### config.mk
export PLATFORM = sky130hd
export DESIGN_NAME = lcd_cascade_sync
export DESIGN_NICKNAME = d
export VERILOG_FILES = /design/src/hw/lcd_cascade_pkg.sv /design/src/hw/lcd_tick_if.sv /design/src/hw/lcd_cascade_sync.sv /design/src/hw/lcd_clk_source.sv /design/src/hw/lcd_pin_sync.sv
export SDC_FILE = /design/constraint.sdc
export NUM_CORES = 1
export LEC_CHECK = 0
export BUFFER_PORTS_ARGS = -buffer_cell sky130_fd_sc_hd__buf_4
export CORE_ASPECT_RATIO = 1.2
export CORE_UTILIZATION = 30
export DETAILED_ROUTE_END_ITERATION = 7
export PLACE_DENSITY = 0.46
export SLEW_MARGIN = 15
export SYNTH_ARGS = -nofsm -noshare
export SYNTH_HDL_FRONTEND = slang
export SYNTH_SLANG_ARGS = --single-unit
### constraint.sdc
create_clock -name sys_clk_in -period 1.9 [get_ports sys_clk_in]
set_input_delay 0.19 -clock sys_clk_in [delete_from_list [all_inputs] [get_ports sys_clk_in]]
set_output_delay 0.19 -clock sys_clk_in [all_outputs]
set_load 0.05 [all_outputs]
### src/hw/lcd_cascade_pkg.sv
// shared constants for the cascade sync block of a segment lcd driver
// assumes a 25 MHz system clock; display clock is an enable pulse or a sampled pin
package lcd_cascade_pkg;
    localparam int unsigned SYS_CLK_HZ      = 25_000_000;    // system clock rate
    localparam int unsigned INT_CLK_HZ      = 4800;          // typical internal display clock
    localparam int unsigned INT_DIV_CYCLES  = SYS_CLK_HZ / INT_CLK_HZ; // cycles per display tick
    localparam int unsigned INT_HALF_CYCLES = INT_DIV_CYCLES / 2;      // half period, 50 % duty
    localparam int unsigned SYNC_LOW_NS     = 1000;          // least sync low time, ns
    localparam int unsigned CLK_PERIOD_NS   = 40;            // system clock period, ns
    localparam int unsigned SYNC_LOW_CYCLES =
        (SYNC_LOW_NS + CLK_PERIOD_NS - 1) / CLK_PERIOD_NS;   // rounded up
    localparam int unsigned TICKS_PER_PHASE = 24;            // display ticks per backplane phase
    localparam logic [1:0]  MODE_STATIC     = 2'h0;          // one backplane
    localparam logic [1:0]  MODE_DUPLEX     = 2'h1;          // two backplanes
    localparam logic [1:0]  MODE_TRIPLEX    = 2'h2;          // three backplanes
    localparam logic [1:0]  MODE_QUAD       = 2'h3;          // four backplanes
    localparam int unsigned DIV_W           = 16;            // divider counter width
    localparam int unsigned TICK_W          = 5;             // tick counter width
    localparam int unsigned SYNC_CNT_W      = 6;             // sync low counter width
    localparam logic [DIV_W-1:0]  DIV_LAST  = DIV_W'(INT_DIV_CYCLES - 1);
    localparam logic [DIV_W-1:0]  DIV_HALF  = DIV_W'(INT_HALF_CYCLES - 1); // last high count
    localparam logic [TICK_W-1:0] TICK_LAST = TICK_W'(TICKS_PER_PHASE - 1);
    localparam logic [SYNC_CNT_W-1:0] SYNC_LOW_LAST = SYNC_CNT_W'(SYNC_LOW_CYCLES - 1);
endpackage

### src/hw/lcd_tick_if.sv
// display tick carrier between clock source and frame timer
// assumes one sys_clk domain
`timescale 1ns/1ps
interface lcd_tick_if;
    logic tick;                     // one-cycle display clock enable
    modport source (output tick);
    modport sink   (input  tick);
endinterface

### src/hw/lcd_cascade_sync.sv
// cascade sync and subaddress logic of a segment lcd driver
// assumes pins arrive asynchronously; mode comes from the command decoder
//
// How it works
// - eight devices share bus via three bits
// - index is slave bit, pin1, pin0
// - keep frame aligned across cascaded drivers
// - sync generated automatically, no command
// - assert sync at last backplane phase start
// - watch sync line outside own assertion
// - realign to first device asserting sync
// - sync restores timing after mode changes
// - open-drain sync drive, pull-up assumed
// - internal clock out at 50 % duty
`timescale 1ns/1ps
module lcd_cascade_sync (
    input  wire logic       sys_clk_in,        // system clock, 25 MHz
    input  wire logic       resetn_in,         // sync reset, active low
    input  wire logic       slave_addr_bit0_in,// programmable slave-address bit
    input  wire logic       subaddr_pin0_in,   // strapped subaddress pin 0
    input  wire logic       subaddr_pin1_in,   // strapped subaddress pin 1
    input  wire logic [1:0] mux_mode_in,       // multiplex drive mode
    input  wire logic       int_osc_en_in,     // 1 internal oscillator
    input  wire logic       clk_pin_in,        // clock pin level
    output logic            clk_pin_out,       // clock pin drive value
    output logic            clk_pin_oe_out,    // clock pin drive enable
    input  wire logic       sync_n_pin_in,     // sync line level
    output logic            sync_n_pin_out,    // sync drive value, always low
    output logic            sync_n_pin_oe_out, // high while pulling sync low
    output logic [2:0]      device_index_out,  // cascade device index
    output logic [1:0]      backplane_phase_out, // active backplane number
    output logic            frame_start_out    // one-cycle frame start pulse
);
    typedef enum logic [2:0] {
        SYNC_IDLE  = 3'b001,                   // watching the line
        SYNC_DRIVE = 3'b010,                   // pulling the line low
        SYNC_WAIT  = 3'b100                    // waiting for line release
    } sync_state_type;

    lcd_tick_if tick_bus ();                   // display tick carrier

    // pin levels after the synchronisers
    logic ext_clk_sync;                        // synchronised external clock
    logic sync_n_level;                        // synchronised sync line
    logic sync_n_prev;                         // previous sync line level
    logic next_sync_n_prev;                    // next previous sync level
    logic slave_bit_level;                     // synchronised slave-address bit
    logic pin0_level;                          // synchronised subaddress pin 0
    logic pin1_level;                          // synchronised subaddress pin 1

    // index capture
    logic [1:0] idx_lo;                        // pin part of index
    logic [1:0] idx_lo_q;                      // strap capture
    logic [1:0] next_idx_lo;
    logic       idx_hi_q;                      // slave bit capture
    logic       next_idx_hi;

    // frame timer and sync driver state
    logic [lcd_cascade_pkg::TICK_W-1:0]     tick_cnt;      // ticks in phase
    logic [lcd_cascade_pkg::TICK_W-1:0]     next_tick_cnt;
    logic [1:0]                             phase;         // backplane phase
    logic [1:0]                             next_phase;
    logic                                   frame_pulse;
    logic                                   next_frame_pulse;
    logic [lcd_cascade_pkg::SYNC_CNT_W-1:0] low_cnt;       // own low time
    logic [lcd_cascade_pkg::SYNC_CNT_W-1:0] next_low_cnt;
    sync_state_type                         state;
    sync_state_type                         next_state;
    logic [1:0]                             mode_q;        // mode seen last
    logic [1:0]                             next_mode_q;   // next mode seen
    // decoded events
    logic                                   phase_end;     // last tick of phase
    logic                                   enter_last;    // last phase begins
    logic                                   ext_fall;      // peer asserted sync

    // last backplane index for a mode: static 0 up to quad 3
    // used by the decode and the frame timer
    //   alike, so both agree on the frame end
    function automatic logic [1:0] last_phase(input logic [1:0] mode);
        unique case (mode)
            lcd_cascade_pkg::MODE_STATIC:  last_phase = 2'h0;
            lcd_cascade_pkg::MODE_DUPLEX:  last_phase = 2'h1;
            lcd_cascade_pkg::MODE_TRIPLEX: last_phase = 2'h2;
            lcd_cascade_pkg::MODE_QUAD:    last_phase = 2'h3;
        endcase
    endfunction

    // external clock pin synchroniser
    lcd_pin_sync u_clk_sync (
        .sys_clk_in     (sys_clk_in),
        .resetn_in      (resetn_in),
        .pin_in         (clk_pin_in),
        .reset_level_in (1'b0),
        .level_out      (ext_clk_sync)
    );

    // sync line synchroniser
    lcd_pin_sync u_sync_sync (
        .sys_clk_in     (sys_clk_in),
        .resetn_in      (resetn_in),
        .pin_in         (sync_n_pin_in),
        .reset_level_in (1'b1),
        .level_out      (sync_n_level)
    );

    // strap and slave bit pins are static in use
    //   but still pass three flops, so a slow edge
    //   cannot split the index for a cycle; the
    //   index trails the pins by five cycles
    // reset levels: index pins rest low, the sync
    //   line rests high at its pull-up, and the
    //   clock pin rests low so that its first rise
    //   after reset is a real edge

    // subaddress pin 0 synchroniser
    lcd_pin_sync u_pin0_sync (
        .sys_clk_in     (sys_clk_in),
        .resetn_in      (resetn_in),
        .pin_in         (subaddr_pin0_in),
        .reset_level_in (1'b0),
        .level_out      (pin0_level)
    );

    // subaddress pin 1 synchroniser
    lcd_pin_sync u_pin1_sync (
        .sys_clk_in     (sys_clk_in),
        .resetn_in      (resetn_in),
        .pin_in         (subaddr_pin1_in),
        .reset_level_in (1'b0),
        .level_out      (pin1_level)
    );

    // slave-address bit synchroniser
    lcd_pin_sync u_slave_sync (
        .sys_clk_in     (sys_clk_in),
        .resetn_in      (resetn_in),
        .pin_in         (slave_addr_bit0_in),
        .reset_level_in (1'b0),
        .level_out      (slave_bit_level)
    );

    // display clock: internal divider or external pin
    lcd_clk_source u_clk (
        .sys_clk_in     (sys_clk_in),
        .resetn_in      (resetn_in),
        .int_osc_en_in  (int_osc_en_in),
        .ext_clk_in     (ext_clk_sync),
        .clk_pin_out    (clk_pin_out),
        .clk_pin_oe_out (clk_pin_oe_out),
        .tick_port      (tick_bus.source)
    );

    // device index: slave bit above pin1 above pin0
    always_comb begin
        idx_lo      = {pin1_level, pin0_level};
        next_idx_lo = idx_lo;
        next_idx_hi = slave_bit_level;
    end

    // capture straps and slave bit each cycle after reset release
    always_ff @(posedge sys_clk_in) begin
        if (!resetn_in) begin
            idx_lo_q <= 2'h0;
            idx_hi_q <= 1'b0;
        end else begin
            idx_lo_q <= next_idx_lo;
            idx_hi_q <= next_idx_hi;
        end
    end

    assign device_index_out = {idx_hi_q, idx_lo_q};

    // event decode
    // phase_end: the tick that closes a phase
    // enter_last: that tick, when the next phase
    //   is the last active one for the mode
    // static mode has a single phase, so every
    //   phase end enters it again
    // ext_fall: a high-to-low step of the
    //   synchronised line while idle; our own
    //   pull is never seen here because the
    //   state is drive or wait until release
    // the line reaches us four cycles late,
    //   far below one display tick
    always_comb begin
        phase_end  = tick_bus.tick && (tick_cnt == lcd_cascade_pkg::TICK_LAST);
        enter_last = phase_end && (phase == last_phase(mode_q) - 2'h1
                                   || last_phase(mode_q) == 2'h0);
        // falling sync edge not made by us is a peer assertion
        ext_fall   = sync_n_prev && !sync_n_level && (state == SYNC_IDLE);
    end

    // frame timer with realignment
    // priority, highest first:
    //   peer pull: start the last phase over
    //   mode change: restart at phase zero
    //   phase end: next phase or a new frame
    //   display tick: count within the phase
    // a peer pull lands us at the start of the
    //   last phase, where the peer itself stands,
    //   so both wrap on the same tick
    // a mode change gives a frame start pulse at
    //   once; peers in the old mode are pulled
    //   back by the next sync
    // the tick count restarts on every phase, so
    //   a phase spans the set number of ticks
    always_comb begin
        next_mode_q      = mux_mode_in;
        next_tick_cnt    = tick_cnt;
        next_phase       = phase;
        next_frame_pulse = 1'b0;
        if (ext_fall) begin
            // peer led: jump to start of last phase
            next_tick_cnt = '0;
            next_phase    = last_phase(mode_q);
        end else if (mux_mode_in != mode_q) begin
            // mode change restarts frame; sync later realigns peers
            next_tick_cnt    = '0;
            next_phase       = 2'h0;
            next_frame_pulse = 1'b1;
        end else if (phase_end) begin
            next_tick_cnt = '0;
            if (phase == last_phase(mode_q)) begin
                next_phase       = 2'h0;
                next_frame_pulse = 1'b1;
            end else begin
                next_phase = phase + 2'h1;
            end
        end else if (tick_bus.tick) begin
            next_tick_cnt = tick_cnt + 1'b1;
        end
    end

    // sync driver state machine
    // idle: watch the line; start a pull when
    //   our own last phase begins
    // drive: hold the line low for the least
    //   low time, counted in system cycles
    // wait: our pull is over; stay until the
    //   wired line reads high, so the tail of
    //   our own pull, or a peer still pulling,
    //   is not taken for a new peer assertion
    // a peer pull in the cycle our last phase
    //   begins wins, and we skip our own pull
    // no host command starts or stops this;
    //   it runs from the frame timer alone
    always_comb begin
        next_sync_n_prev = sync_n_level;
        next_state   = state;
        next_low_cnt = low_cnt;
        unique case (state)
            SYNC_IDLE: begin
                if (enter_last && !ext_fall) begin
                    next_state   = SYNC_DRIVE;        // own last phase starts
                    next_low_cnt = '0;
                end
            end
            SYNC_DRIVE: begin
                next_low_cnt = low_cnt + 1'b1;
                if (low_cnt == lcd_cascade_pkg::SYNC_LOW_LAST) begin
                    next_state = SYNC_WAIT;           // release after least low time
                end
            end
            SYNC_WAIT: begin
                if (sync_n_level) begin
                    next_state = SYNC_IDLE;           // line back high, watch again
                end
            end
        endcase
    end

    // register frame timing state
    always_ff @(posedge sys_clk_in) begin
        if (!resetn_in) begin
            tick_cnt    <= '0;
            phase       <= 2'h0;
            frame_pulse <= 1'b0;
            mode_q      <= lcd_cascade_pkg::MODE_STATIC;
        end else begin
            tick_cnt    <= next_tick_cnt;
            phase       <= next_phase;
            frame_pulse <= next_frame_pulse;
            mode_q      <= next_mode_q;
        end
    end

    // register sync driver state
    always_ff @(posedge sys_clk_in) begin
        if (!resetn_in) begin
            state       <= SYNC_IDLE;
            low_cnt     <= '0;
            sync_n_prev <= 1'b1;               // idle line level, no false fall
        end else begin
            state       <= next_state;
            low_cnt     <= next_low_cnt;
            sync_n_prev <= next_sync_n_prev;
        end
    end

    // open drain: value always low, enable only while asserting
    // the pad pulls low when enabled and floats
    //   otherwise; the pull-up returns the line
    //   high, so several drivers may share it
    //   as a wired connection
    assign sync_n_pin_out      = 1'b0;
    assign sync_n_pin_oe_out   = (state == SYNC_DRIVE);
    assign backplane_phase_out = phase;
    assign frame_start_out     = frame_pulse;
endmodule

### src/hw/lcd_clk_source.sv
// display clock source: internal divider or external clock pin
// assumes external clock is already synchronised
`timescale 1ns/1ps
module lcd_clk_source (
    input  wire logic       sys_clk_in,    // system clock
    input  wire logic       resetn_in,     // sync reset, active low
    input  wire logic       int_osc_en_in, // 1 selects internal divider
    input  wire logic       ext_clk_in,    // synchronised external clock
    output logic            clk_pin_out,   // clock driven out on clock pin
    output logic            clk_pin_oe_out,// clock pin drive enable
    lcd_tick_if.source      tick_port      // display tick
);
    logic [lcd_cascade_pkg::DIV_W-1:0] div_cnt;      // divider count
    logic [lcd_cascade_pkg::DIV_W-1:0] next_div_cnt; // next divider count
    logic                              clk_level;    // generated clock level
    logic                              next_clk_level;
    logic                              ext_prev;     // last external level
    logic                              next_tick;    // tick next cycle
    logic                              tick_q;       // registered tick

    // divider and 50 % duty clock generation
    always_comb begin
        next_div_cnt   = div_cnt + 1'b1;
        next_clk_level = clk_level;
        next_tick      = 1'b0;
        if (div_cnt == lcd_cascade_pkg::DIV_LAST) begin
            next_div_cnt   = '0;
            next_clk_level = 1'b1;              // rising edge
            next_tick      = int_osc_en_in;
        end else if (div_cnt == lcd_cascade_pkg::DIV_HALF) begin
            next_clk_level = 1'b0;              // falling half way
        end
        if (!int_osc_en_in) begin
            next_div_cnt   = '0;
            next_clk_level = 1'b0;
            next_tick      = ext_clk_in & ~ext_prev; // external rising edge
        end
    end

    // register divider state
    always_ff @(posedge sys_clk_in) begin
        if (!resetn_in) begin
            div_cnt   <= '0;
            clk_level <= 1'b0;
            ext_prev  <= 1'b0;
            tick_q    <= 1'b0;
        end else begin
            div_cnt   <= next_div_cnt;
            clk_level <= next_clk_level;
            ext_prev  <= ext_clk_in;
            tick_q    <= next_tick;
        end
    end

    assign tick_port.tick = tick_q;
    assign clk_pin_out    = clk_level;
    assign clk_pin_oe_out = int_osc_en_in;     // drive pin only with internal clock
endmodule

### src/hw/lcd_pin_sync.sv
// three-flop pin synchroniser with agreement filter
// assumes asynchronous pin, one sys_clk domain
`timescale 1ns/1ps
module lcd_pin_sync (
    input  wire logic sys_clk_in,   // system clock
    input  wire logic resetn_in,    // sync reset, active low
    input  wire logic pin_in,       // raw pin level
    input  wire logic reset_level_in, // level held in reset
    output logic      level_out     // filtered level
);
    logic stage1;                   // first flop, read only by stage2
    logic stage2;                   // second flop
    logic stage3;                   // third flop
    logic level;                    // accepted level
    logic next_level;               // next accepted level

    // accept a change once the last two stages agree
    always_comb begin
        next_level = level;
        if (stage2 == stage3) begin
            next_level = stage3;
        end
    end

    // register chain
    always_ff @(posedge sys_clk_in) begin
        if (!resetn_in) begin
            stage1 <= reset_level_in;
            stage2 <= reset_level_in;
            stage3 <= reset_level_in;
            level  <= reset_level_in;
        end else begin
            stage1 <= pin_in;
            stage2 <= stage1;
            stage3 <= stage2;
            level  <= next_level;
        end
    end

    assign level_out = level;
endmodule

# Word level (Yosys, flattened, before mapping)
# Cells that the tools add are included.
# totals
word_cells	103
in_bits	10
register_bits	62
output_inout_bits	10
# op_classes
n_mux	21
eq_ne	21
reduce_logical	19
bitwise_logic	4
add_sub_neg	5
# op_table
operator	n
$add 16x1->16 const B	1
$eq 16x12->1 const B	1
$eq 16x13->1 const B	1
$mux 2	7
$pmux 6 s2	1
$mux 3	3
$pmux 3 s3	1
$pmux 2 s4	1
$mux 1	7
$add 6x1->6 const B	1
$eq 6x5->1 const B	1
$mux 6	1
$ne 2x1->1 const B	3
$add 5x1->5 const B	1
$eq 1x1->1	5
$eq 5x5->1 const B	1
$logic_and 1x1->1	5
$eq 2x2->1	2
$eq 2x2->1 const B	2
$logic_not 2->1	2
$reduce_and 2->1	2
$reduce_bool 2->1	2
$reduce_or 4->1	1
$eq 3x1->1 const B	1
other kinds (14)	17

# Logic depth before layout (Yosys ltp)
# Gate-level depths: netlist of the first run.
# depth
word_depth	10
depth_mapped	6
mapped_depth_nobuf	6

# Modules after synthesis
# A second synthesis of the first run with hierarchy kept.
# unflattened
cells_unflattened	311
area_unflattened_um2	2820.2
# modules_own_cells
module	seq_area_each_um2	cells_each	area_each_um2	instances
lcd_cascade_sync	460.4	135	1203.7	1
lcd_clk_source	380.4	101	884.6	1
lcd_pin_sync	90.1	15	146.4	5

# Least setup slack after synthesis of the first run
# OpenSTA, ideal clock, no wires.
# synth_timing
path_type	reg2reg
from	register state[1]
to	register low_cnt[5] (netlist name)
t_arrival_ns	1.863
t_required_ns	1.826
slack_ns	-0.037
setup_ns	0.074
stages_incl_launch_ff	6
n_path_buf	0
synth_period_minus_slack_ns	1.937
path_cell_list	dfxtp_1 or3b_4 inv_1 nand4_1 or4_1 o21ai_0
# synth_between
word_cells_on_any_way	9
classes_between	3 x eq/ne; 1 x mux; 5 x reduce/logical
# synth_rtl
item	line_no	source
start: declaration	lcd_cascade_sync.sv:67	sync_state_type state;
start signal: assignment	lcd_cascade_sync.sv:294	state <= next_state;
$eq 3x2->1 *	--	
via sync_n_pin_oe_out	lcd_cascade_sync.sv:29	output logic sync_n_pin_oe_out,
$reduce_bool 2->1 (no line)	--	
$reduce_and 2->1 (no line)	--	
end signal: assignment	lcd_cascade_sync.sv:295	low_cnt <= next_low_cnt;
end: declaration	lcd_cascade_sync.sv:65	logic [lcd_cascade_pkg::SYNC_CNT_W-1:0] low_cnt;
# The timed path passes the listed nets; every way through them passes the cells marked *.
# A chain may end at the register's enable or synchronous reset.

# Worst setup path after layout of the first run
# layout_timing
from	register mode_q[1]
to	register low_cnt[1] (netlist name)
# layout_between
elab_chain_cells	9
word_cells_on_any_way	13
classes_between	1 x add/sub; 5 x eq/ne; 1 x mux; 6 x reduce/logical
# layout_rtl
item	line_no	source
start: declaration	lcd_cascade_sync.sv:69	logic [1:0] mode_q;
start signal: assignment	lcd_cascade_sync.sv:278	mode_q <= lcd_cascade_pkg::MODE_STATIC;
start signal: assignment	lcd_cascade_sync.sv:283	mode_q <= next_mode_q;
$eq 2x2->1 (tied with other cells)	lcd_cascade_sync.sv:80	unique case (mode)
$pmux 2 s4 *	lcd_cascade_sync.sv:80	
$sub 2x1->2	lcd_cascade_sync.sv:187	enter_last = phase_end && (phase == last_phase(mode_q) - 2'h1
$eq 2x2->1	lcd_cascade_sync.sv:187	
$logic_or 1x1->1 *	lcd_cascade_sync.sv:188	|| last_phase(mode_q) == 2'h0);
$logic_and 1x1->1 *	lcd_cascade_sync.sv:187	
$logic_and 1x1->1 *	lcd_cascade_sync.sv:253	if (enter_last && !ext_fall) begin
$ne 2x1->1 (no line) *	--	
$reduce_and 2->1 (no line) *	--	
# Every way passes the cells marked *; elsewhere a longest branch is shown, timed or not.

==> out/results.ini, run 1 <==
[placed_design]
io_buffers = 18
place.gp.congestion = 0.764
pre_cts_ws_ps = 10.8
dp_hpwl_mm = 3.54
post-place-cells = 416
dpl_cell_area_um2 = 2950

[cells_and_area]
drive_gt1_frac = 0.194
antennaDiodeCount = 0
final_area_um2 = 3200
area_delta_synth_final_pct = 21.7
stdcell_count = 432
nNetsFinal = 329
fillers = 855

[timing]
slew_violations = 0
finalHoldViolCount = 0
fin_crit_ps = 1830
rsz0062_at_grt = yes
fin_ws_ps = 74.9
setup_tns_ps = 0
setup_violations = 0
fmax_mhz = 548
clock_skew_ps = 9.67
fin_crit_sh = 0.961

[detailed_routing]
vias = 1989
wirelength_mm = 5.11
drc = 0
drtIter0Drc = 88
routedWlPerCell_um = 11.8
firstDrtPassIters = 4
drtAntennaViolNets = 0
via_per_inst = 4.60

[synthesis]
async_flop_share = 0
syn-cell-area_um2 = 2630
ys_warn_count = 0
yosysUniqueCellTypes = 54
ys_seq_area_frac = 0.472
synth_seq_cells = 62
synth_edf_count = 0
syn_inst = 279
synthFlopType = dfxtp_1
syn_avg_cell_area_um2 = 9.43
syn_nets = 298

[clock_network]
htree_levels = 3
cts_num_sinks = 62
post-cts-setup-buffer-count = 0
clk_latency_ps = 340
cts_tree = built
cts_hold_buf = 0
post_cts_resized = 0
clock_path_buffers = 2
cts_root_buf = clkbuf_8
clkTransAtPathRegs_ps = 70
cts_buffers = 9

[global_route]
grtUsageTotal = 0.125
grt_pass1_vias = 1915
grt_pass1_wl_mm = 8.68
grt_max_degree = 28
grt-ovfl-total = 0
antenna_found_initial = 0

[setup_path]
cp.required_ps = 2140
crit_buf_inv = 2
critical_path_class = reg2reg
cpPeakStageDelay_ps = 410
critPathLaunchType = flip-flop
cp-end-kind = flip-flop
worstPathCellList = inv_1 -> ha_1 -> or3_1 -> a31oi_4 -> nor3_1 -> buf_4 -> o41ai_1
crit_path_max_fanout = 6
cp_top_family = simple AND/OR/NAND/NOR gates
slowest_stage = or3_1
cp.arrival_ps = 2070

[worst_hold_path]
hp-class = in2reg

[die]
core_area_um2 = 8560
die_x_um = 87.5
die_h_um = 105
num_io_pins = 20
die_area_um2 = 9150
start_util = 0.307
rows = 37

[run]
maxCapViolations = 0

[pwr]
p_per_area_nw_per_um2 = 832
vdd_drop_max_mv = 0.309
leakagePower_nw = 1.18
total_power_mw = 2.66

[status]
status = complete, no violations

[final cells by class]
type,count,area [µm²],area share
clock buffers,9,124,0.0387
well taps,117,146,0.0457
repair buffers,28,210,0.0657
flip-flops and latches,62,1240,0.388
clock inverters,7,73.8,0.0231
inverters,9,37.5,0.0117
multi-input cells,200,1370,0.427
[layer usage]
layer / global-route usage / up-vias / share of wire
li1: - / 1027 / -
met3: 0.0490 / 8 / 0.039
met2: 0.196 / 26 / 0.46
met1: 0.148 / 928 / 0.48
met4: 0.0527 / 0 / 0.018
met5: 0 / - / 0
[through the flow]
step           hold WS, ps  utilization
2_1_floorplan          291            -
5_1_grt               17.6        0.374
4_1_cts               26.9        0.367
6_report              39.4        0.374
3_3_place_gp           382        0.344
3_5_place_dp           386        0.344
[kinds of logic (layout without fill, tap and decap cells)]
family	count (synthesis)	count (layout)	synth area share
flip-flops	62	62	0.472
adder cells (fa/ha/maj)	9	9	0.0428
multiplexers	1	1	0.00380
AND/OR/NAND/NOR	129	129	0.285
buffers and inverters	17	53	0.0290
XOR/XNOR	22	22	0.0732
AO/OA/AOI/OAI	38	38	0.0927
other	1	1	0.00143
[worst paths after layout]
| kind | from | endpoint | slack, ps | depth (start not counted) |
|---|---|---|---|---|
| setup / recovery | mode_q[1] | low_cnt[1] | 70 | 7 |
| hold / removal | sync_n_pin_in | u_sync_sync.stage1 | 40 | 2 |
| setup reg to reg | mode_q[1] | low_cnt[1] | 70 | 7 |
| hold reg to reg | u_sync_sync.stage1 | u_sync_sync.stage2 | 420 | 1 |
[cell usage after synthesis (2+ instances only)]
cell type,n,share of area
a21oi_1,8,0.015
and2_1,19,0.045
and3_1,2,0.0048
and4_1,2,0.0067
buf_4,3,0.0086
clkbuf_1,4,0.0057
dfxtp_1,62,0.47
ha_1,9,0.043
inv_1,9,0.013
nand2_1,18,0.026
nand2b_1,9,0.021
nand3_1,8,0.015
nand4_1,7,0.017
nor2_1,31,0.044
nor2b_1,3,0.0071
nor3_1,4,0.0076
nor3b_1,3,0.0086
nor4_1,3,0.0071
nor4b_1,4,0.013
o211ai_1,2,0.0057
o21ai_0,10,0.019
o22ai_1,3,0.0071
o31ai_1,2,0.0057
o41ai_1,2,0.0067
or3_1,2,0.0048
or4_1,2,0.0057
xnor2_1,10,0.033
xor2_1,12,0.040
[report_power, final]
part	total (mW)	leakage (nW)	switching [mW]	internal [mW]
Combinational	0.155	0.572	0.0888	0.0661
Clock	1.17	0.0996	0.559	0.610
Sequential	1.34	0.504	0.0153	1.32
[state kept, by name (all words and copies together) (netlist names), 2 cells and up]
register	cells
u_clk.div_cnt	16
low_cnt	6
tick_cnt	5
state	3
backplane_phase_out	2
idx_lo_q	2
mode_q	2
[worst register-to-register path, cell delays in order, from the launching register on]
cell and delay (ps):
dfxtp_2 360, inv_1 80, ha_1 200, or3_1 410, a31oi_4 230, nor3_1 80, buf_4 160, o41ai_1 210
[placed cells by master (no fill, tap or decap), types with 3 or more instances in the layout]
cell / n
dfxtp_1: 61
nor2_1: 31
buf_4: 28
and2_1: 19
nand2_1: 18
xor2_1: 11
xnor2_1: 10
o21ai_0: 9
nand2b_1: 9
ha_1: 9
clkbuf_8: 9
inv_1: 8
a21oi_1: 8
nand3_1: 8
nand4_1: 7
nor3_1: 4
nor3b_1: 3
nor4b_1: 3
nor4_1: 3
nor2b_1: 3
o22ai_1: 3
Power figures use the tool's default switching activity.
==> inputs of run 2 (changes only) <==
CORE_UTILIZATION = 40   (was 30)
PLACE_DENSITY = 0.57   (was 0.46)
==> run 2 against run 1 <==
Maximum frequency increased by 0.49%; sequential share of layout area increased by 0.36 points; cell count decreased by 7.6%; clock skew decreased by 3.1 ps; count of clock-buffer cells in the layout increased by 1; sequential power about the same; flip-flop and latch count unchanged.
==> out/results.ini, run 2 (synthesis results as in run 1) <==
[status]
status = complete, no violations  ; unchanged

[clock_network]
clk_latency_ps = 340  ; about the same
cts_hold_buf = 0  ; unchanged
cts_root_buf = clkbuf_8  ; unchanged
cts_tree = built  ; unchanged
cts_num_sinks = 62  ; unchanged
clkTransAtPathRegs_ps = 70  ; about the same
htree_levels = 3  ; unchanged
clock_path_buffers = 2  ; unchanged
cts_buffers = 9  ; unchanged

[timing]
finalHoldViolCount = 0  ; unchanged
rsz0062_at_grt = no  ; was yes
setup_violations = 0  ; unchanged
slew_violations = 0  ; unchanged
clock_skew_ps = 6.59  ; was 9.67 ps
fin_crit_sh = 0.956  ; was 0.961
fmax_mhz = 551  ; was 548 MHz
fin_crit_ps = 1820  ; was 1830 ps
fin_hold_ws_ps = 28.4  ; was 39.4 ps
setup_tns_ps = 0  ; unchanged

[cells_and_area]
top_register = u_clk.div_cnt  ; unchanged
area_delta_synth_final_pct = 20.7  ; was 21.7%
nNetsFinal = 328  ; was 329
regArea_um2 = 1240  ; about the same
fillers = 642  ; was 855
layout_commonest_cell = dfxtp_1  ; unchanged
final_cell_mix = 60 x dfxtp_1, 31 x nor2_1, 27 x buf_4  ; was 61 x dfxtp_1, 31 x nor2_1, 28 x buf_4
reg.largest.list = u_clk.div_cnt: 16 flops, low_cnt: 6 flops, tick_cnt: 5 flops  ; unchanged
antennaDiodeCount = 0  ; unchanged
largest_reg_flops = 16  ; unchanged
final_area_um2 = 3180  ; was 3200 µm²
multi_input_area_um2 = 1360  ; was 1370 µm²
drive_gt1_frac = 0.194  ; about the same

[detailed_routing]
drtIter0Drc = 67  ; was 88
vias = 1986  ; was 1,989
routedWlPerCell_um = 11.8  ; about the same
firstDrtPassIters = 4  ; unchanged
drtAntennaViolNets = 0  ; unchanged
via_per_inst = 4.98  ; was 4.60
wirelength_mm = 4.70  ; was 5.11 mm
drc = 0  ; unchanged

[global_route]
antenna_found_initial = 0  ; unchanged
grtUsageTotal = 0.153  ; was 0.125
grt-ovfl-total = 0  ; unchanged
grt_pass1_vias = 1912  ; was 1,915
grt_pass1_wl_mm = 8.25  ; was 8.68 mm
grt_max_degree = 19  ; was 28

[setup_path]
critical_path_class = reg2reg  ; unchanged
cp-endpoint = low_cnt[1]  ; unchanged
cp_top_family = simple AND/OR/NAND/NOR gates  ; unchanged
r2r_slack_ps = 80  ; was 70 ps
startpoint = mode_q[1]  ; unchanged
r2r-start = mode_q[1]  ; unchanged
cp.arrival_ps = 2060  ; was 2070 ps
timing.rr.end = low_cnt[1]  ; unchanged
crit_buf_inv = 2  ; unchanged
worstPathCellList = inv_1 -> ha_1 -> or3_4 -> a31oi_4 -> nor3_1 -> buf_4 -> o41ai_1  ; was inv_1 -> ha_1 -> or3_1 -> a31oi_4 -> nor3_1 -> buf_4 -> o41ai_1
slowest_stage = or3_4  ; was or3_1
cpPeakStageDelay_ps = 400  ; was 410 ps
crit_path_max_fanout = 6  ; unchanged
cp-end-kind = flip-flop  ; unchanged
path_depth = 7  ; unchanged
cp.required_ps = 2140  ; about the same
r2r_cells = 7  ; unchanged
critPathLaunchType = flip-flop  ; unchanged

[placed_design]
place.gp.congestion = 0.819  ; was 0.764
io_buffers = 18  ; unchanged
dpl_cell_area_um2 = 2900  ; was 2950 µm²
dp_hpwl_mm = 3.28  ; was 3.54 mm

[pwr]
vdd_drop_max_mv = 0.407  ; was 0.309 mV
p_per_area_nw_per_um2 = 886  ; was 832 nW/µm²
leakagePower_nw = 1.17  ; was 1.18 nW

[die]
die_area_um2 = 6910  ; was 9150 µm²
start_util = 0.411  ; was 0.307
core_area_um2 = 6410  ; was 8560 µm²
die_h_um = 90.8  ; was 105 µm
die_x_um = 76.0  ; was 87.5 µm
num_io_pins = 20  ; unchanged
rows = 32  ; was 37

[worst_hold_path]
hp-class = in2reg  ; unchanged

[run]
maxCapViolations = 0  ; unchanged

-- run 2: per-layer routing --
metal	vias up	track usage	share of wire
met5	-	0	0
met1	928	0.171	0.46
met4	0	0.0913	0.027
li1	1025	-	-
met2	22	0.249	0.48
met3	11	0.0545	0.034
-- run 2: worst min path at each step --
stage	startpoint	end	slack (ps)	cells after the start
floorplan	sync_n_pin_in	u_sync_sync.stage1	290	1
global placement	sync_n_pin_in	u_sync_sync.stage1	370	2
detailed placement	sync_n_pin_in	u_sync_sync.stage1	380	2
CTS	sync_n_pin_in	u_sync_sync.stage1	10	2
global route	sync_n_pin_in	u_sync_sync.stage1	20	2
finish	sync_n_pin_in	u_sync_sync.stage1	30	2
-- run 2: where the power goes --
group | total [mW] | internal [mW] | switching [mW]
Clock | 1.32 | 0.783 | 0.542
Combinational | 0.149 | 0.0642 | 0.0850
Sequential | 1.34 | 1.32 | 0.0153
-- run 2: timing repair --
item / 4_1_cts / 5_1_grt
setup buffers: 0 / 0
gates resized for setup: 1 / 9
endpoints found under the setup margin: 1 / 7
-- run 2: layout make-up --
| class | count | area share |
|---|---|---|
| clock buffers | 10 | 0.0433 |
| clock inverters | 6 | 0.0292 |
| inverters | 9 | 0.0118 |
| multi-input cells | 200 | 0.427 |
| flip-flops and latches | 62 | 0.392 |
| well taps | 85 | 0.0335 |
| repair buffers | 27 | 0.0638 |
-- run 2: metrics by stage --
stage / setup slack, ps / util / cells / total power, mW
floorplan: 127 / - / 279 / 1.46
global placement: 51.0 / 0.453 / 383 / 1.51
detailed placement: 7.78 / 0.453 / 383 / 1.51
CTS: 22.3 / 0.490 / 399 / 2.84
global route: 6.86 / 0.496 / 399 / 2.93
finish: 83.9 / 0.496 / 399 / 2.81
==> inputs of run 3 (changes only) <==
ABC_AREA = 1   (was unset)
CORE_UTILIZATION = 50   (was 40)
PLACE_DENSITY = 0.68   (was 0.57)
==> run 3 against run 2 <==
Via count increased by 13%; critical path depth increased by 3; critical path type unchanged; sequential share of layout area increased by 1.1 points; highest routed layer unchanged; global-route usage increased by 3.2 points; final area decreased by 2.9%; non-clock buffer count decreased by 9; first-iteration DRC count increased by 66%; count of clock-buffer cells in the layout unchanged; clock power decreased by 20%; critical endpoint is now low_cnt[4]; core utilization increased by 8.6 points.
==> out/results.ini, run 3 <==
[clock_network]
cts_num_sinks = 62  ; unchanged
clk_latency_ps = 340  ; about the same
clkTransAtPathRegs_ps = 70  ; about the same
cts_root_buf = clkbuf_8  ; unchanged
clock_path_buffers = 2  ; unchanged
htree_levels = 3  ; unchanged
post-cts-setup-buffer-count = 0  ; unchanged
cts_tree = built  ; unchanged
cts_buffers = 9  ; unchanged
post_cts_resized = 0  ; was 1
cts_hold_buf = 0  ; unchanged

[die]
num_io_pins = 20  ; unchanged
core_area_um2 = 5300  ; was 6410 µm²
rows = 29  ; was 32
die_x_um = 69.8  ; was 76.0 µm
start_util = 0.520  ; was 0.411
die_h_um = 83.3  ; was 90.8 µm
die_area_um2 = 5810  ; was 6910 µm²

[synthesis]
yosys.area.top_type = dfxtp_1  ; unchanged
synthFlopType = dfxtp_1  ; unchanged
async_flop_share = 0  ; unchanged
synth_edf_count = 0  ; unchanged
syn_inst = 369  ; was 279
synth_top_area_frac = 0.450  ; was 0.472
syn_nets = 388  ; was 298
syn-cell-area_um2 = 2760  ; was 2630 µm²
synth.most_common_cell = nand2_1  ; was dfxtp_1
synth_seq_cells = 62  ; unchanged
ys_warn_count = 0  ; unchanged
ys_seq_area_frac = 0.450  ; was 0.472
yosysUniqueCellTypes = 30  ; was 54
synth_common_cells = 67 x nand2_1, 62 x dfxtp_1, 59 x inv_1  ; was 62 x dfxtp_1, 31 x nor2_1, 19 x and2_1
synth.area.top_cells = dfxtp_1 45%, nand2_1 9.1%, inv_1 8.0%  ; was dfxtp_1 47%, and2_1 4.5%, nor2_1 4.4%
syn_avg_cell_area_um2 = 7.47  ; was 9.43 µm²

[cells_and_area]
nNetsFinal = 408  ; was 328
final_util = 0.582  ; was 0.496
top_register = u_clk.div_cnt  ; unchanged
fillers = 524  ; was 642
layout_commonest_cell = nand2_1  ; was dfxtp_1
reg.largest.list = u_clk.div_cnt: 16 flops, low_cnt: 6 flops, tick_cnt: 5 flops  ; unchanged
multi_input_area_um2 = 1200  ; was 1360 µm²
final_cell_mix = 67 x nand2_1, 62 x dfxtp_1, 59 x inv_1  ; was 60 x dfxtp_1, 31 x nor2_1, 27 x buf_4
drive_gt1_frac = 0.138  ; was 0.194
area_delta_synth_final_pct = 11.9  ; was 20.7%
largest_reg_flops = 16  ; unchanged
antennaDiodeCount = 0  ; unchanged
regArea_um2 = 1240  ; about the same

[setup_path]
cp.arrival_ps = 1780  ; was 2060 ps
cp_top_family = simple AND/OR/NAND/NOR gates  ; unchanged
critical_path_class = reg2reg  ; unchanged
path_depth = 10  ; was 7
cpPeakStageDelay_ps = 390  ; was 400 ps
worstPathCellList = inv_1 -> ha_1 -> inv_1 -> nand2_1 -> nand2_1 -> nand3_1 -> nand2_1 -> nand3_2 -> nand3_1 -> a21oi_1  ; was inv_1 -> ha_1 -> or3_4 -> a31oi_4 -> nor3_1 -> buf_4 -> o41ai_1
r2r_cells = 10  ; was 7
cp-endpoint = low_cnt[4]  ; was low_cnt[1]
cp.required_ps = 2110  ; was 2140 ps
timing.rr.end = low_cnt[4]  ; was low_cnt[1]
cp-end-kind = flip-flop  ; unchanged
slowest_stage = dfxtp_1  ; was or3_4
critPathLaunchType = flip-flop  ; unchanged
cp_common_cell = nand2_1
r2r_slack_ps = 320  ; was 80 ps
startpoint = mode_q[1]  ; unchanged
crit_path_max_fanout = 6  ; unchanged
r2r-start = mode_q[1]  ; unchanged
crit_buf_inv = 2  ; unchanged

[timing]
fmax_mhz = 634  ; was 551 MHz
setup_tns_ps = 0  ; unchanged
slew_violations = 0  ; unchanged
fin_hold_ws_ps = 25.6  ; was 28.4 ps
setup_violations = 0  ; unchanged
rsz0062_at_grt = no  ; unchanged
fin_crit_ps = 1580  ; was 1820 ps
finalHoldViolCount = 0  ; unchanged
clock_skew_ps = 3.76  ; was 6.59 ps
fin_crit_sh = 0.830  ; was 0.956

[detailed_routing]
routedWlPerCell_um = 10.5  ; was 11.8 µm
wirelength_mm = 4.75  ; was 4.70 mm
firstDrtPassIters = 4  ; unchanged
drtIter0Drc = 111  ; was 67
drc = 0  ; unchanged
vias = 2240  ; was 1,986
drtAntennaViolNets = 0  ; unchanged
via_per_inst = 4.93  ; was 4.98

[global_route]
grt_pass1_vias = 2078  ; was 1,912
grt_max_degree = 27  ; was 19
grt_pass1_wl_mm = 8.57  ; was 8.25 mm
antenna_found_initial = 0  ; unchanged
grt-ovfl-total = 0  ; unchanged
grtUsageTotal = 0.185  ; was 0.153

[pwr]
p_per_area_nw_per_um2 = 834  ; was 886 nW/µm²
leakagePower_nw = 1.40  ; was 1.17 nW
vdd_drop_max_mv = 0.405  ; was 0.407 mV

[worst_hold_path]
hold_path_depth = 3  ; was 2
hp-class = in2reg  ; unchanged
hold_start = subaddr_pin1_in  ; was sync_n_pin_in

[status]
status = complete, no violations  ; unchanged

[placed_design]
place.gp.congestion = 0.855  ; was 0.819
io_buffers = 18  ; unchanged
dp_hpwl_mm = 3.40  ; was 3.28 mm

[run]
maxCapViolations = 0  ; unchanged

[run 3: logic make-up after synthesis]
family          after synthesis  share of synthesized area
fa+ha+maj                     9                     0.0409
mux                           1                    0.00363
other cells                   1                    0.00136
simple gates                173                      0.291
compound gates               42                     0.0817
xor+xnor                      6                     0.0191
buf+inv                      75                      0.112
flops                        62                      0.450
[run 3: worst min path at each step]
stage / end / slack [ps]
after global routing: u_pin0_sync.stage1 / 20
after detailed placement: u_pin1_sync.stage1 / 370
final: u_pin1_sync.stage1 / 30
after global placement: u_pin0_sync.stage1 / 370
after CTS: u_pin1_sync.stage1 / 10
after floorplan: mode_q[0] / 280
[run 3: worst min-delay path: stages]
cell and delay [ps]:
buf_4 70, nand2_1 40, inv_1 40
[run 3: per-layer routing]
layer  part of all wire  global-route usage  up-vias
li1                   -                   -     1195
met4              0.027               0.131        0
met3              0.035              0.0388       13
met1               0.46               0.219     1003
met2               0.48               0.294       29
met5                  0                   0        -
[run 3: final cells by class]
type                            instances  share of cell area
Tap cell                               62              0.0252
Inverter                               66              0.0803
Clock buffer                           10              0.0414
Clock inverter                          4              0.0162
Sequential cell                        62               0.402
Multi-Input combinational cell        232               0.391
Timing Repair Buffer                   18              0.0438
[run 3: report_power, final]
group	total (mW)	switching (mW)	internal, mW
Sequential	1.35	0.0155	1.33
Clock	1.06	0.477	0.588
Combinational	0.162	0.106	0.0563
[run 3: stage by stage]
| stage | worst slack (ps) | instances | power [mW] | cell area (µm²) |
|---|---|---|---|---|
| 2_1_floorplan | 472 | 369 | 1.50 | 2760 |
| 3_3_place_gp | 388 | 440 | 1.53 | 2910 |
| 3_5_place_dp | 338 | 440 | 1.54 | 2910 |
| 4_1_cts | 324 | 454 | 2.60 | 3080 |
| 5_1_grt | 159 | 454 | 2.68 | 3080 |
| 6_report | 324 | 454 | 2.57 | 3080 |
